**config.mk**
```make
export PLATFORM = sky130hd
export DESIGN_NAME = hsl_station
export DESIGN_NICKNAME = d
export VERILOG_FILES = /design/src/include/hsl_pkg.sv /design/src/design/hsl_rx_queue.sv /design/src/design/hsl_station.sv
export VERILOG_INCLUDE_DIRS = /design/src /design/src/include
export SDC_FILE = /design/constraint.sdc
export NUM_CORES = 1
export LEC_CHECK = 0
export BUFFER_PORTS_ARGS = -buffer_cell sky130_fd_sc_hd__buf_4
export CORE_ASPECT_RATIO = 1.25
export CORE_MARGIN = 5
export CORE_UTILIZATION = 60
export DETAILED_ROUTE_END_ITERATION = 12
export PLACE_DENSITY = 0.83
export SLEW_MARGIN = 10
export SYNTH_ARGS = -nofsm -noshare
export SYNTH_HDL_FRONTEND = slang
export SYNTH_HIERARCHICAL = 1
export SYNTH_SLANG_ARGS = --single-unit
```
**constraint.sdc**
```tcl
create_clock -name clk_i -period 4.25 [get_ports clk_i]
set_input_delay 0.2125 -clock clk_i [delete_from_list [all_inputs] [get_ports clk_i]]
set_output_delay 0.2125 -clock clk_i [all_outputs]
set_load 0.03 [all_outputs]
```
**src/include/hsl_consts.svh**
```systemverilog
`ifndef HSL_CONSTS_SVH
`define HSL_CONSTS_SVH
// ----------------------------------------
// Register byte offsets
// ----------------------------------------
`define HSL_OFS_MODE 8'h00
`define HSL_OFS_CTRL 8'h04
`define HSL_OFS_SADR0 8'h08
`define HSL_OFS_SADR1 8'h0c
`define HSL_OFS_IDLE 8'h10
`define HSL_OFS_CMD 8'h14
`define HSL_OFS_STAT 8'h18
`define HSL_OFS_TXD 8'h1c
`define HSL_OFS_RXD 8'h20
// ----------------------------------------
// Field positions and codes
// ----------------------------------------
`define HSL_MODE_CRC_BIT 4
`define HSL_MODE_ADDR_LSB 8
`define HSL_CTRL_UDRN_BIT 0
`define HSL_CTRL_GOP_BIT 1
`define HSL_CTRL_IE_LSB 4
`define HSL_CMD_TXEN 0
`define HSL_CMD_TXRST 1
`define HSL_CMD_ABORT 2
`define HSL_CMD_EOM 3
`define HSL_ST_SHORT_FRAME_FLAG 0
`define HSL_ST_EOM 1
`define HSL_ST_ABT 2
`define HSL_ST_UDRN 3
`define HSL_PROT_LOOP 3'h3
`define HSL_PROT_RST 3'h2
`define HSL_IDLE_RST 8'h7e
`define HSL_AM_SA1 2'h1
`define HSL_AM_SA2 2'h2
`define HSL_AM_DUAL 2'h3
// ----------------------------------------
// Line patterns and frame length limits
// ----------------------------------------
`define HSL_PAT_FLAG 8'h7e
`define HSL_PAT_ABORT 8'h7f
`define HSL_PAT_ONES 8'hff
`define HSL_ADDR_GLOBAL 8'hff
`define HSL_STUFF_ONES 3'h5
`define HSL_LEN_NONE 6'h08
`define HSL_LEN_SHORT 6'h20
`define HSL_LEN_LONG 6'h28
`endif

```
**src/include/hsl_pkg.sv**
```systemverilog
package hsl_pkg;
	// ----------------------------------------
	// State encodings
	// ----------------------------------------
	typedef enum logic [1:0] {RX_HUNT, RX_FRAME, RX_FLUSH} hsl_rx_st_t;
	typedef enum logic [2:0] {
		TX_DIS, TX_RTX, TX_IDLE, TX_OPEN, TX_CHAR, TX_CLOSE, TX_ABORT
	} hsl_tx_st_t;
	// Receive buffer entry: character with its status
	typedef struct packed {
		logic abort_seen_flag;
		logic short_frame_flag;
		logic end_of_frame_flag;
		logic [7:0] data;
	} hsl_rx_ent_t;
	// ----------------------------------------
	// State of the station, apart from the receive buffer contents
	// ----------------------------------------
	typedef struct packed {
		logic ack;
		logic [31:0] rdat;
		logic [2:0] prot;
		logic crc_en;
		logic [1:0] am;
		logic udrn_sel;
		logic go_on_poll;
		logic [2:0] ie;
		logic [7:0] sa0;
		logic [7:0] sa1;
		logic [7:0] idle;
		logic short_frame_flag_f;
		logic eom_f;
		logic abt_f;
		logic udrn_f;
		logic irq;
		hsl_rx_st_t rx_st;
		logic [7:0] hist;
		logic [2:0] ones;
		logic [7:0] dly;
		logic [3:0] fill;
		logic [5:0] len;
		logic [7:0] asm;
		logic [2:0] nbit;
		logic [2:0] nbyte;
		logic [7:0] a1;
		logic [1:0] pn;
		logic [2:0][7:0] pipe;
		logic [1:0] fl;
		logic fl_short;
		logic fl_abt;
		logic fl_hunt;
		hsl_tx_st_t tx_st;
		logic [7:0] tsh;
		logic [2:0] tcnt;
		logic [2:0] tones;
		logic [7:0] tbuf;
		logic tbuf_v;
		logic eom_pend;
		logic txd;
	} hsl_state_t;
endpackage

```
**src/design/hsl_rx_queue.sv**
```systemverilog
`timescale 1ns/1ps
module hsl_rx_queue #(
	parameter int DEPTH = 4
) (
	input wire logic clk_i,
	input wire logic rst_i,
	input wire logic in_valid_i,
	input wire hsl_pkg::hsl_rx_ent_t in_ent_i,
	output logic in_ready_o,
	output logic out_valid_o,
	output hsl_pkg::hsl_rx_ent_t out_ent_o,
	input wire logic out_ready_i
);
	import hsl_pkg::*;
	localparam int AW = (DEPTH > 1) ? $clog2(DEPTH) : 1;
	localparam logic [AW:0] FULL = DEPTH[AW:0];

	// Depth must be a power of two, two or more
	if (DEPTH < 2 || (DEPTH & (DEPTH - 1)) != 0) begin : g_depth_chk
		$error("hsl_rx_queue: DEPTH must be a power of two of at least 2");
	end

	typedef struct packed {
		hsl_rx_ent_t [DEPTH-1:0] mem;
		logic [AW-1:0] wp;
		logic [AW-1:0] rp;
		logic [AW:0] cnt;
	} hsl_rxq_state_t;

	hsl_rxq_state_t q_q;
	hsl_rxq_state_t q_d;
	logic wr;
	logic rd;

	// Handshake flags
	assign in_ready_o = q_q.cnt != FULL;
	assign out_valid_o = q_q.cnt != '0;
	assign out_ent_o = q_q.mem[q_q.rp];
	assign wr = in_valid_i & in_ready_o;
	assign rd = out_valid_o & out_ready_i;

	// Pointer and count update; a full queue drops the write
	always_comb begin
		q_d = q_q;
		if (wr) begin
			q_d.mem[q_q.wp] = in_ent_i;
			q_d.wp = q_q.wp + 1'b1;
		end
		if (rd) begin
			q_d.rp = q_q.rp + 1'b1;
		end
		q_d.cnt = q_q.cnt + {{AW{1'b0}}, wr} - {{AW{1'b0}}, rd};
	end

	always_ff @(posedge clk_i) begin
		if (rst_i) begin
			q_q <= '0;
		end else begin
			q_q <= q_d;
		end
	end
endmodule

```
**src/design/hsl_station.sv**
```systemverilog
// What this block does
// - Address check mode from two-bit field, compared against one or both address registers.
// - Single address modes accept programmed address or all-ones global address.
// - 1-8 bit frames store nothing; 9-23 store partial only without CRC check.
// - 24-31 bit frames store partial data, tag short status, set short flag.
// - 32-39 bits short only in single address 2 and dual; 40+ normal.
// - Short flag also sets end-of-frame flag and raises interrupt if enabled.
// - Short frame with nothing stored leaves short flag clear.
// - Abort command starts abort transmission unless the transmitter is disabled or repeating in loop mode.
// - Underrun with underrun select zero enters abort transmit state.
// - Abort sends eight ones, discards shift register and buffer, then idles.
// - Zero plus seven ones is an abort: flag wait, interrupt if enabled.
// - Abort mid-frame stores data, dropping FCS bytes if CRC on; abort flag set.
// - Protocol field selects loop mode, otherwise behaving like HDLC.
// - Secondary treats go-ahead pattern after closing flag as transmit request.
// - Secondary normally repeats each received bit on its own bit strobe, one clock later.
// - Software sets go-on-poll; secondary waits for next go-ahead to transmit.
// - Go-ahead with go-on-poll set: last one becomes zero, then frames sent.
// - With no transmit data, secondary sends idle pattern register repeatedly.
// - After its data the secondary sends one flag and resumes repeating.
//
// Decided for this implementation: the Wishbone slave port and the register offsets.
`timescale 1ns/1ps
`include "hsl_consts.svh"
module hsl_station #(
	parameter int RXQ_DEPTH = 4
) (
	input wire logic clk_i,
	input wire logic rst_i,
	input wire logic [7:0] wb_adr_i,
	input wire logic [31:0] wb_dat_i,
	input wire logic [3:0] wb_sel_i,
	input wire logic wb_we_i,
	input wire logic wb_cyc_i,
	input wire logic wb_stb_i,
	output logic wb_ack_o,
	output logic [31:0] wb_dat_o,
	input wire logic bit_stb_i,
	input wire logic rxd_i,
	output logic txd_o,
	output logic irq_o
);
	import hsl_pkg::*;

	hsl_state_t s_q;
	hsl_state_t s_d;
	logic [7:0] adr;
	logic bus_req;
	logic wr;
	logic b;
	logic [7:0] hist_n;
	logic stuffed;
	logic is_flag;
	logic is_abort;
	logic [7:0] bt;
	logic is_short;
	logic [1:0] nfl;
	logic loop;
	logic push;
	logic push_rdy;
	hsl_rx_ent_t push_ent;
	logic pop;
	logic q_valid;
	hsl_rx_ent_t q_ent;

	// ----------------------------------------
	// Helpers
	// ----------------------------------------
	// Address acceptance per check mode
	function automatic logic addr_ok(input logic [1:0] am, input logic [7:0] a1,
			input logic [7:0] a2, input logic [7:0] s0, input logic [7:0] s1);
		logic g1;
		g1 = (a1 == `HSL_ADDR_GLOBAL);
		case (am)
			`HSL_AM_SA1: addr_ok = (a1 == s0) || g1;
			`HSL_AM_SA2: addr_ok = (a2 == s1) || (a2 == `HSL_ADDR_GLOBAL);
			`HSL_AM_DUAL: addr_ok = ((a1 == s0) && (a2 == s1))
				|| (g1 && ((a2 == s1) || (a2 == `HSL_ADDR_GLOBAL)));
			default: addr_ok = 1'b1;
		endcase
	endfunction

	// Next step at a character boundary: data, closing flag or underrun
	function automatic hsl_state_t next_char(input hsl_state_t s);
		hsl_state_t n;
		n = s;
		n.tcnt = 3'h0;
		if (s.tbuf_v) begin
			n.tx_st = TX_CHAR;
			n.tsh = s.tbuf;
			n.tbuf_v = 1'b0;
		end else if (s.eom_pend) begin
			n.tx_st = TX_CLOSE;
			n.tsh = `HSL_PAT_FLAG;
			n.eom_pend = 1'b0;
		end else begin
			n.udrn_f = 1'b1;
			if (!s.udrn_sel) begin
				n.tx_st = TX_ABORT;
				n.tsh = `HSL_PAT_ONES;
				n.tbuf_v = 1'b0;
			end else begin
				n.tx_st = TX_CLOSE;
				n.tsh = `HSL_PAT_FLAG;
			end
		end
		return n;
	endfunction

	// ----------------------------------------
	// Receive buffer
	// ----------------------------------------
	hsl_rx_queue #(.DEPTH(RXQ_DEPTH)) u_rxq (
		.clk_i(clk_i),
		.rst_i(rst_i),
		.in_valid_i(push),
		.in_ent_i(push_ent),
		.in_ready_o(push_rdy),
		.out_valid_o(q_valid),
		.out_ent_o(q_ent),
		.out_ready_i(pop)
	);

	// Decode helpers
	assign adr = {wb_adr_i[7:2], 2'b00};
	assign bus_req = wb_cyc_i & wb_stb_i & ~s_q.ack;
	assign wr = bus_req & wb_we_i;
	assign b = rxd_i;
	assign hist_n = {s_q.hist[6:0], b};
	assign stuffed = ~b & (s_q.ones == `HSL_STUFF_ONES);
	assign is_flag = hist_n == `HSL_PAT_FLAG;
	assign is_abort = hist_n == `HSL_PAT_ABORT;
	assign bt = {s_q.dly[7], s_q.asm[7:1]};
	assign loop = s_q.prot == `HSL_PROT_LOOP;

	// ----------------------------------------
	// Next state
	// ----------------------------------------
	always_comb begin
		s_d = s_q;
		push = 1'b0;
		push_ent = '0;
		pop = 1'b0;
		is_short = 1'b0;
		nfl = 2'h0;
		s_d.ack = bus_req;
		s_d.rdat = '0;

		// Register reads; unmapped reads return zero
		if (bus_req && !wb_we_i) begin
			if (adr == `HSL_OFS_MODE) begin
				s_d.rdat = {22'h0, s_q.am, 3'h0, s_q.crc_en, 1'b0, s_q.prot};
			end else if (adr == `HSL_OFS_CTRL) begin
				s_d.rdat = {25'h0, s_q.ie, 2'h0, s_q.go_on_poll, s_q.udrn_sel};
			end else if (adr == `HSL_OFS_SADR0) begin
				s_d.rdat = {24'h0, s_q.sa0};
			end else if (adr == `HSL_OFS_SADR1) begin
				s_d.rdat = {24'h0, s_q.sa1};
			end else if (adr == `HSL_OFS_IDLE) begin
				s_d.rdat = {24'h0, s_q.idle};
			end else if (adr == `HSL_OFS_STAT) begin
				s_d.rdat = {26'h0, ~s_q.tbuf_v, q_valid, s_q.udrn_f, s_q.abt_f,
					s_q.eom_f, s_q.short_frame_flag_f};
			end else if (adr == `HSL_OFS_RXD) begin
				s_d.rdat = {21'h0, q_ent};
				pop = q_valid;
			end
		end

		// Register writes on the low byte lane; address mode on byte lane 1
		if (wr && wb_sel_i[0]) begin
			if (adr == `HSL_OFS_MODE) begin
				s_d.prot = wb_dat_i[2:0];
				s_d.crc_en = wb_dat_i[`HSL_MODE_CRC_BIT];
			end else if (adr == `HSL_OFS_CTRL) begin
				s_d.udrn_sel = wb_dat_i[`HSL_CTRL_UDRN_BIT];
				s_d.go_on_poll = wb_dat_i[`HSL_CTRL_GOP_BIT];
				s_d.ie = wb_dat_i[`HSL_CTRL_IE_LSB +: 3];
			end else if (adr == `HSL_OFS_SADR0) begin
				s_d.sa0 = wb_dat_i[7:0];
			end else if (adr == `HSL_OFS_SADR1) begin
				s_d.sa1 = wb_dat_i[7:0];
			end else if (adr == `HSL_OFS_IDLE) begin
				s_d.idle = wb_dat_i[7:0];
			end else if (adr == `HSL_OFS_STAT) begin
				// Write one to clear; later sets in this cycle win
				if (wb_dat_i[`HSL_ST_SHORT_FRAME_FLAG]) s_d.short_frame_flag_f = 1'b0;
				if (wb_dat_i[`HSL_ST_EOM]) s_d.eom_f = 1'b0;
				if (wb_dat_i[`HSL_ST_ABT]) s_d.abt_f = 1'b0;
				if (wb_dat_i[`HSL_ST_UDRN]) s_d.udrn_f = 1'b0;
			end else if (adr == `HSL_OFS_CMD) begin
				if (wb_dat_i[`HSL_CMD_TXRST]) begin
					s_d.tx_st = TX_DIS;
					s_d.tbuf_v = 1'b0;
					s_d.eom_pend = 1'b0;
					s_d.txd = 1'b1;
				end else begin
					if (wb_dat_i[`HSL_CMD_TXEN] && s_q.tx_st == TX_DIS) begin
						s_d.tx_st = loop ? TX_RTX : TX_IDLE;
						s_d.tcnt = 3'h0;
					end
					if (wb_dat_i[`HSL_CMD_ABORT] && s_q.tx_st != TX_DIS
							&& s_q.tx_st != TX_RTX) begin
						s_d.tx_st = TX_ABORT;
						s_d.tsh = `HSL_PAT_ONES;
						s_d.tcnt = 3'h0;
						s_d.tbuf_v = 1'b0;
					end
					if (wb_dat_i[`HSL_CMD_EOM]) s_d.eom_pend = 1'b1;
				end
			end else if (adr == `HSL_OFS_TXD) begin
				if (!s_q.tbuf_v) begin
					s_d.tbuf = wb_dat_i[7:0];
					s_d.tbuf_v = 1'b1;
				end
			end
		end
		if (wr && wb_sel_i[1] && adr == `HSL_OFS_MODE) begin
			s_d.am = wb_dat_i[`HSL_MODE_ADDR_LSB +: 2];
		end

		// Flush the held characters of an ended frame, one per cycle
		if (s_q.rx_st == RX_FLUSH) begin
			push = 1'b1;
			push_ent.data = s_q.pipe[0];
			s_d.pipe = {8'h00, s_q.pipe[2], s_q.pipe[1]};
			s_d.fl = s_q.fl - 2'h1;
			if (s_q.fl == 2'h1) begin
				push_ent.end_of_frame_flag = 1'b1;
				push_ent.short_frame_flag = s_q.fl_short;
				push_ent.abort_seen_flag = s_q.fl_abt;
				s_d.eom_f = 1'b1;
				if (s_q.fl_short) s_d.short_frame_flag_f = 1'b1;
				s_d.rx_st = s_q.fl_hunt ? RX_HUNT : RX_FRAME;
			end
		end

		// Receive bit: zero deletion, 8-bit delay to hide flags, assembly
		if (bit_stb_i) begin
			s_d.hist = hist_n;
			s_d.ones = b ? ((s_q.ones == 3'h7) ? 3'h7 : s_q.ones + 3'h1) : 3'h0;
			if (!stuffed) begin
				s_d.dly = {s_q.dly[6:0], b};
				if (s_q.fill != 4'h8) begin
					s_d.fill = s_q.fill + 4'h1;
				end else if (s_q.rx_st == RX_FRAME) begin
					if (s_q.len != `HSL_LEN_LONG) s_d.len = s_q.len + 6'h01;
					s_d.asm = bt;
					s_d.nbit = s_q.nbit + 3'h1;
					if (s_q.nbit == 3'h7) begin
						if (s_q.nbyte != 3'h7) s_d.nbyte = s_q.nbyte + 3'h1;
						if (s_q.nbyte == 3'h0) s_d.a1 = bt;
						// Three characters held back so FCS can be dropped
						if (s_q.pn == 2'h3) begin
							push = 1'b1;
							push_ent.data = s_q.pipe[0];
							s_d.pipe = {bt, s_q.pipe[2], s_q.pipe[1]};
						end else begin
							s_d.pipe[s_q.pn] = bt;
							s_d.pn = s_q.pn + 2'h1;
						end
						if ((s_q.am == `HSL_AM_SA1 && s_q.nbyte == 3'h0
								&& !addr_ok(s_q.am, bt, 8'h00, s_q.sa0, s_q.sa1))
								|| (s_q.am[1] && s_q.nbyte == 3'h1
								&& !addr_ok(s_q.am, s_q.a1, bt, s_q.sa0, s_q.sa1))) begin
							s_d.rx_st = RX_HUNT;
						end
					end
				end
			end
			if (is_flag) s_d.fill = 4'h0;
			if (is_abort && s_q.rx_st != RX_HUNT) s_d.abt_f = 1'b1;
			if ((is_flag || is_abort) && s_d.rx_st == RX_FRAME) begin
				is_short = (s_d.len < `HSL_LEN_SHORT)
					|| ((s_d.len < `HSL_LEN_LONG) && s_d.am[1]);
				// CRC on: the last two held characters are FCS
				nfl = s_d.crc_en ? ((s_d.pn == 2'h3) ? 2'h1 : 2'h0) : s_d.pn;
				if (is_short && s_d.len <= `HSL_LEN_NONE) nfl = 2'h0;
				if (s_d.len != 6'h00 && nfl != 2'h0) begin
					s_d.rx_st = RX_FLUSH;
				end else begin
					s_d.rx_st = is_abort ? RX_HUNT : RX_FRAME;
				end
				s_d.fl = nfl;
				s_d.fl_short = is_short;
				s_d.fl_abt = is_abort;
				s_d.fl_hunt = is_abort;
			end else if (is_flag && s_d.rx_st == RX_HUNT) begin
				s_d.rx_st = RX_FRAME;
			end
			if (is_flag || is_abort) begin
				s_d.len = 6'h00;
				s_d.nbit = 3'h0;
				s_d.nbyte = 3'h0;
				s_d.pn = 2'h0;
			end
		end

		// Transmit bit
		if (bit_stb_i) begin
			case (s_d.tx_st)
				TX_DIS: begin
					s_d.txd = 1'b1;
				end
				TX_RTX: begin
					s_d.txd = b;
					if (s_q.go_on_poll && is_abort) begin
						s_d.txd = 1'b0;
						s_d.tx_st = TX_IDLE;
						s_d.tcnt = 3'h0;
					end
				end
				TX_IDLE: begin
					s_d.txd = loop ? s_q.idle[s_q.tcnt] : 1'b1;
					s_d.tcnt = s_q.tcnt + 3'h1;
					if (loop && !s_q.go_on_poll) begin
						s_d.tx_st = TX_RTX;
					end else if (s_d.tbuf_v && (!loop || s_q.tcnt == 3'h7)) begin
						s_d.tx_st = TX_OPEN;
						s_d.tsh = `HSL_PAT_FLAG;
						s_d.tcnt = 3'h0;
					end
				end
				TX_OPEN, TX_CLOSE, TX_ABORT: begin
					if (s_d.tx_st == TX_CLOSE && s_d.tones == `HSL_STUFF_ONES) begin
						s_d.txd = 1'b0;
						s_d.tones = 3'h0;
					end else begin
						s_d.txd = s_d.tsh[0];
						s_d.tsh = {1'b0, s_d.tsh[7:1]};
						s_d.tones = 3'h0;
						s_d.tcnt = s_d.tcnt + 3'h1;
						if (s_d.tcnt == 3'h0) begin
							if (s_d.tx_st == TX_OPEN) begin
								s_d = next_char(s_d);
							end else if (s_d.tx_st == TX_CLOSE) begin
								s_d.tx_st = loop ? TX_RTX : TX_IDLE;
							end else begin
								s_d.tx_st = TX_IDLE;
								s_d.tbuf_v = 1'b0;
							end
						end
					end
				end
				default: begin
					// Character with zero insertion after five ones
					if (s_d.tones == `HSL_STUFF_ONES) begin
						s_d.txd = 1'b0;
						s_d.tones = 3'h0;
					end else begin
						s_d.txd = s_d.tsh[0];
						s_d.tones = s_d.tsh[0] ? s_d.tones + 3'h1 : 3'h0;
						s_d.tsh = {1'b0, s_d.tsh[7:1]};
						s_d.tcnt = s_d.tcnt + 3'h1;
						if (s_d.tcnt == 3'h0) s_d = next_char(s_d);
					end
				end
			endcase
		end

		// Interrupt request from flags and enables
		s_d.irq = |({s_d.abt_f, s_d.eom_f, s_d.short_frame_flag_f} & s_d.ie);
	end

	// ----------------------------------------
	// State register
	// ----------------------------------------
	always_ff @(posedge clk_i) begin
		if (rst_i) begin
			s_q <= '0;
			s_q.txd <= 1'b1;
			s_q.idle <= `HSL_IDLE_RST;
			s_q.prot <= `HSL_PROT_RST;
		end else begin
			s_q <= s_d;
		end
	end

	// Outputs straight from flip-flops
	assign wb_ack_o = s_q.ack;
	assign wb_dat_o = s_q.rdat;
	assign txd_o = s_q.txd;
	assign irq_o = s_q.irq;
endmodule

```
==> results.toml <==
[synth]
synth_area_per_cell_um2 = 8.30
synth_edf_count = 0
ys_seq_area_frac = 0.365
syn_inst = 1401
ys_seq_elements = 212
synthFlopType = "dfxtp_1"
synth-async-reset-ratio = 0
synthesis.area_um2 = 11600
ys_warn_count = 6
yosysUniqueCellTypes = 91

[final_layout]
drive_above_1_share = 0.0937
insertedDiodeCount = 0
fin_nets = 1449
post_layout_nonfiller_instances = 1623
area_growth_pct = 7.13
final_area_um2 = 12500

[timing]
max_freq_mhz = 294
relSlewSlack = 0.313
max_slew.worst_pin.slew_ns = 1.03
finalHoldViolCount = 0
setup_violations = 0
setup_slack_ns = 0.845
min_period_ns = 3.40
setup_tns_ns = 0
timing.final.crit_share = 0.801
skew_ns = 0.0205
timing.final.max_slew_violations = 0
hold_ws_ns = 0.0147
rsz0062_at_grt = "no"

[clock_tree]
cts_buffers = 22
clock_latency_ns = 0.52
cts-root-buf = "clkbuf_16"
cts_tree = "done"
clkTransAtPathRegs_ns = 0.06
ctsResizeCount = 0
clock_sinks = 212
cts_setup_buffers = 0
ctsHoldBuffers = 5
cts_buffer_depth = 3
cts_max_level = 1

[drt]
ant_nets = 0
num_vias = 10300
drcViolationCount = 0
wl_um = 30100
drt-initial-drc-count = 1049
via_per_inst = 6.32
wl_per_cell_um = 18.6
first_pass_iters = 5

[flow_run]
cap_viol_max_count = 0

[worst_setup_path]
r2r-start = "s_q[99]$_SDFFE_PP0P_"
r2r_end = "u_rxq/q_q[2]$_SDFF_PP0_"
r2r_slack_ns = 0.85
ff2ff_path_depth = 12
crit_fanout = 12
critPathCaptureType = "register"
start_kind = "register"
arrival_ns = 3.78
worstSetupPathType = "register to register"
cp.required_ns = 4.62

[placement]
detailed_place_hpwl_um = 20000
gp_congestion = 0.941
io_buffers = 38
dp_cells = 1579
pre_cts_slack_ns = 0.870
place_area_um2 = 11700

[global_routing]
grt_use_total = 0.261
grt_pass1_wl_um = 49000
grt_pass1_vias = 9826
overflow = 0
grt_max_degree = 158
antenna_found_initial = 0

[worst_hold_path]
worst_hold_path_type = "input port to register"
hp-start = "wb_dat_i[4]"
hold_depth = 3
hold_end = "s_q[137]$_SDFFE_PP0P_"

[floorplan]
die_y_um = 166
die_w_um = 135
start_util = 0.604
coreArea_um2 = 19300
io_pins = 86
row_count = 57
dieArea_um2 = 22300

[power_and_ir_drop]
power.density_nw_per_um2 = 324
ir_drop_uv = 342
leakage_uw = 0.00490

[status]
status = "completed"
-- worst max path at each step --
stage / startpoint / to / slack [ns] / cells past startpoint
floorplan: s_q[87]$_SDFFE_PP0P_ / u_rxq/q_q[2]$_SDFF_PP0_ / 0.83 / 15
global placement: s_q[99]$_SDFFE_PP0P_ / u_rxq/q_q[2]$_SDFF_PP0_ / 0.94 / 12
detailed placement: s_q[99]$_SDFFE_PP0P_ / u_rxq/q_q[2]$_SDFF_PP0_ / 0.87 / 12
CTS: s_q[99]$_SDFFE_PP0P_ / u_rxq/q_q[2]$_SDFF_PP0_ / 0.87 / 12
global route: s_q[99]$_SDFFE_PP0P_ / u_rxq/q_q[2]$_SDFF_PP0_ / 0.60 / 12
finish: s_q[99]$_SDFFE_PP0P_ / u_rxq/q_q[2]$_SDFF_PP0_ / 0.85 / 12
-- stage by stage --
stage | power [uW] | utilization
5_1_grt | 4170 | 0.647
6_report | 4040 | 0.647
2_1_floorplan | 2190 | -
3_5_place_dp | 2230 | 0.609
3_3_place_gp | 2230 | 0.609
4_1_cts | 4060 | 0.647
-- worst max-delay path, cell delays in order, from the launching register on --
cell and delay (ns):
dfxtp_1 0.38, ha_1 0.19, nand3b_1 0.29, and3_1 0.29
and3_1 0.37, a31oi_1 0.33, inv_1 0.19, and2_1 0.23
ha_1 0.23, fa_1 0.38, xnor2_1 0.20, xnor2_1 0.15
nor2_1 0.05
-- logic make-up after synthesis --
family	synth area share
multiplexers	0.109
flip-flops	0.365
XOR/XNOR	0.0256
other	0.000322
AO/OA/AOI/OAI	0.145
buffers and inverters	0.0669
AND/OR/NAND/NOR	0.259
adder cells (fa/ha/maj)	0.0295
-- state kept, by name, indices dropped and copies added (netlist names) --
register	flops
bt	8
hist_n	7
irq_o	1
s_q	132
txd_o	1
u_rxq/q_q	51
wb_ack_o	1
wb_dat_o	11
-- power breakdown --
part           switching [uW]  internal (uW)  leakage, uW  total (uW)
Sequential               6.77           1990      0.00171        2000
Clock                     796           1050     0.000333        1840
Combinational             134           61.3      0.00286         195
Total                     937           3100      0.00490        4040
-- placed cells by master (no fill, tap or decap), drive strengths merged, types with 21 or more instances in the layout --
cell,Yosys,routed
clkbuf,78,33
mux2i,94,94
conb,1,21
nand2,136,136
nand3,53,53
dfxtp,212,212
nor2,151,151
a21oi,98,98
a211oi,22,22
nor2b,21,21
o21ai,40,40
nand4,26,26
ha,25,25
xnor2,23,23
nor3,66,66
nand2b,67,67
inv,26,26
buf,51,51
-- synthesized netlist by cell type, drive strengths merged, types with 4 or more instances --
cell | instances | area share
nor2 | 151 | 0.050
and2 | 6 | 0.0034
nand3 | 53 | 0.023
inv | 26 | 0.0084
o21ai | 40 | 0.017
o211ai | 5 | 0.0032
xor2 | 11 | 0.0083
a21oi | 98 | 0.043
a211o | 9 | 0.0069
buf | 51 | 0.032
nand2b | 67 | 0.036
o22ai | 10 | 0.0054
nand4 | 26 | 0.014
ha | 25 | 0.027
clkbuf | 78 | 0.026
nand3b | 12 | 0.0077
mux2i | 94 | 0.081
or2 | 4 | 0.0022
and3 | 14 | 0.0081
o2bb2ai | 5 | 0.0038
o21a | 5 | 0.0039
o31ai | 4 | 0.0026
nor3 | 66 | 0.031
nor4 | 19 | 0.010
dfxtp | 212 | 0.36
mux4 | 13 | 0.025
a311oi | 9 | 0.0068
a31oi | 19 | 0.010
nor2b | 21 | 0.011
xnor2 | 23 | 0.017
a211oi | 22 | 0.015
a222oi | 4 | 0.0034
a22oi | 8 | 0.0052
nand2 | 136 | 0.044
-- area by class of cell --
cell class                      count  area [um^2]
Sequential cell                   212         4240
Fill cell                        1604         6790
Multi-Input combinational cell   1053         6700
Clock inverter                      6         46.3
Timing Repair Buffer               56          437
Clock buffer                       33          642
Tap cell                          236          295
Inverter                           27          101
-- routing by layer --
layer,up-vias,wire (um),global-route usage
met5,-,0,0
met4,0,1450,0.126
met3,118,1800,0.0337
met2,406,14700,0.442
met1,4869,12200,0.328
li1,4867,-,-
No activity file was read; power rests on OpenSTA's default activity.
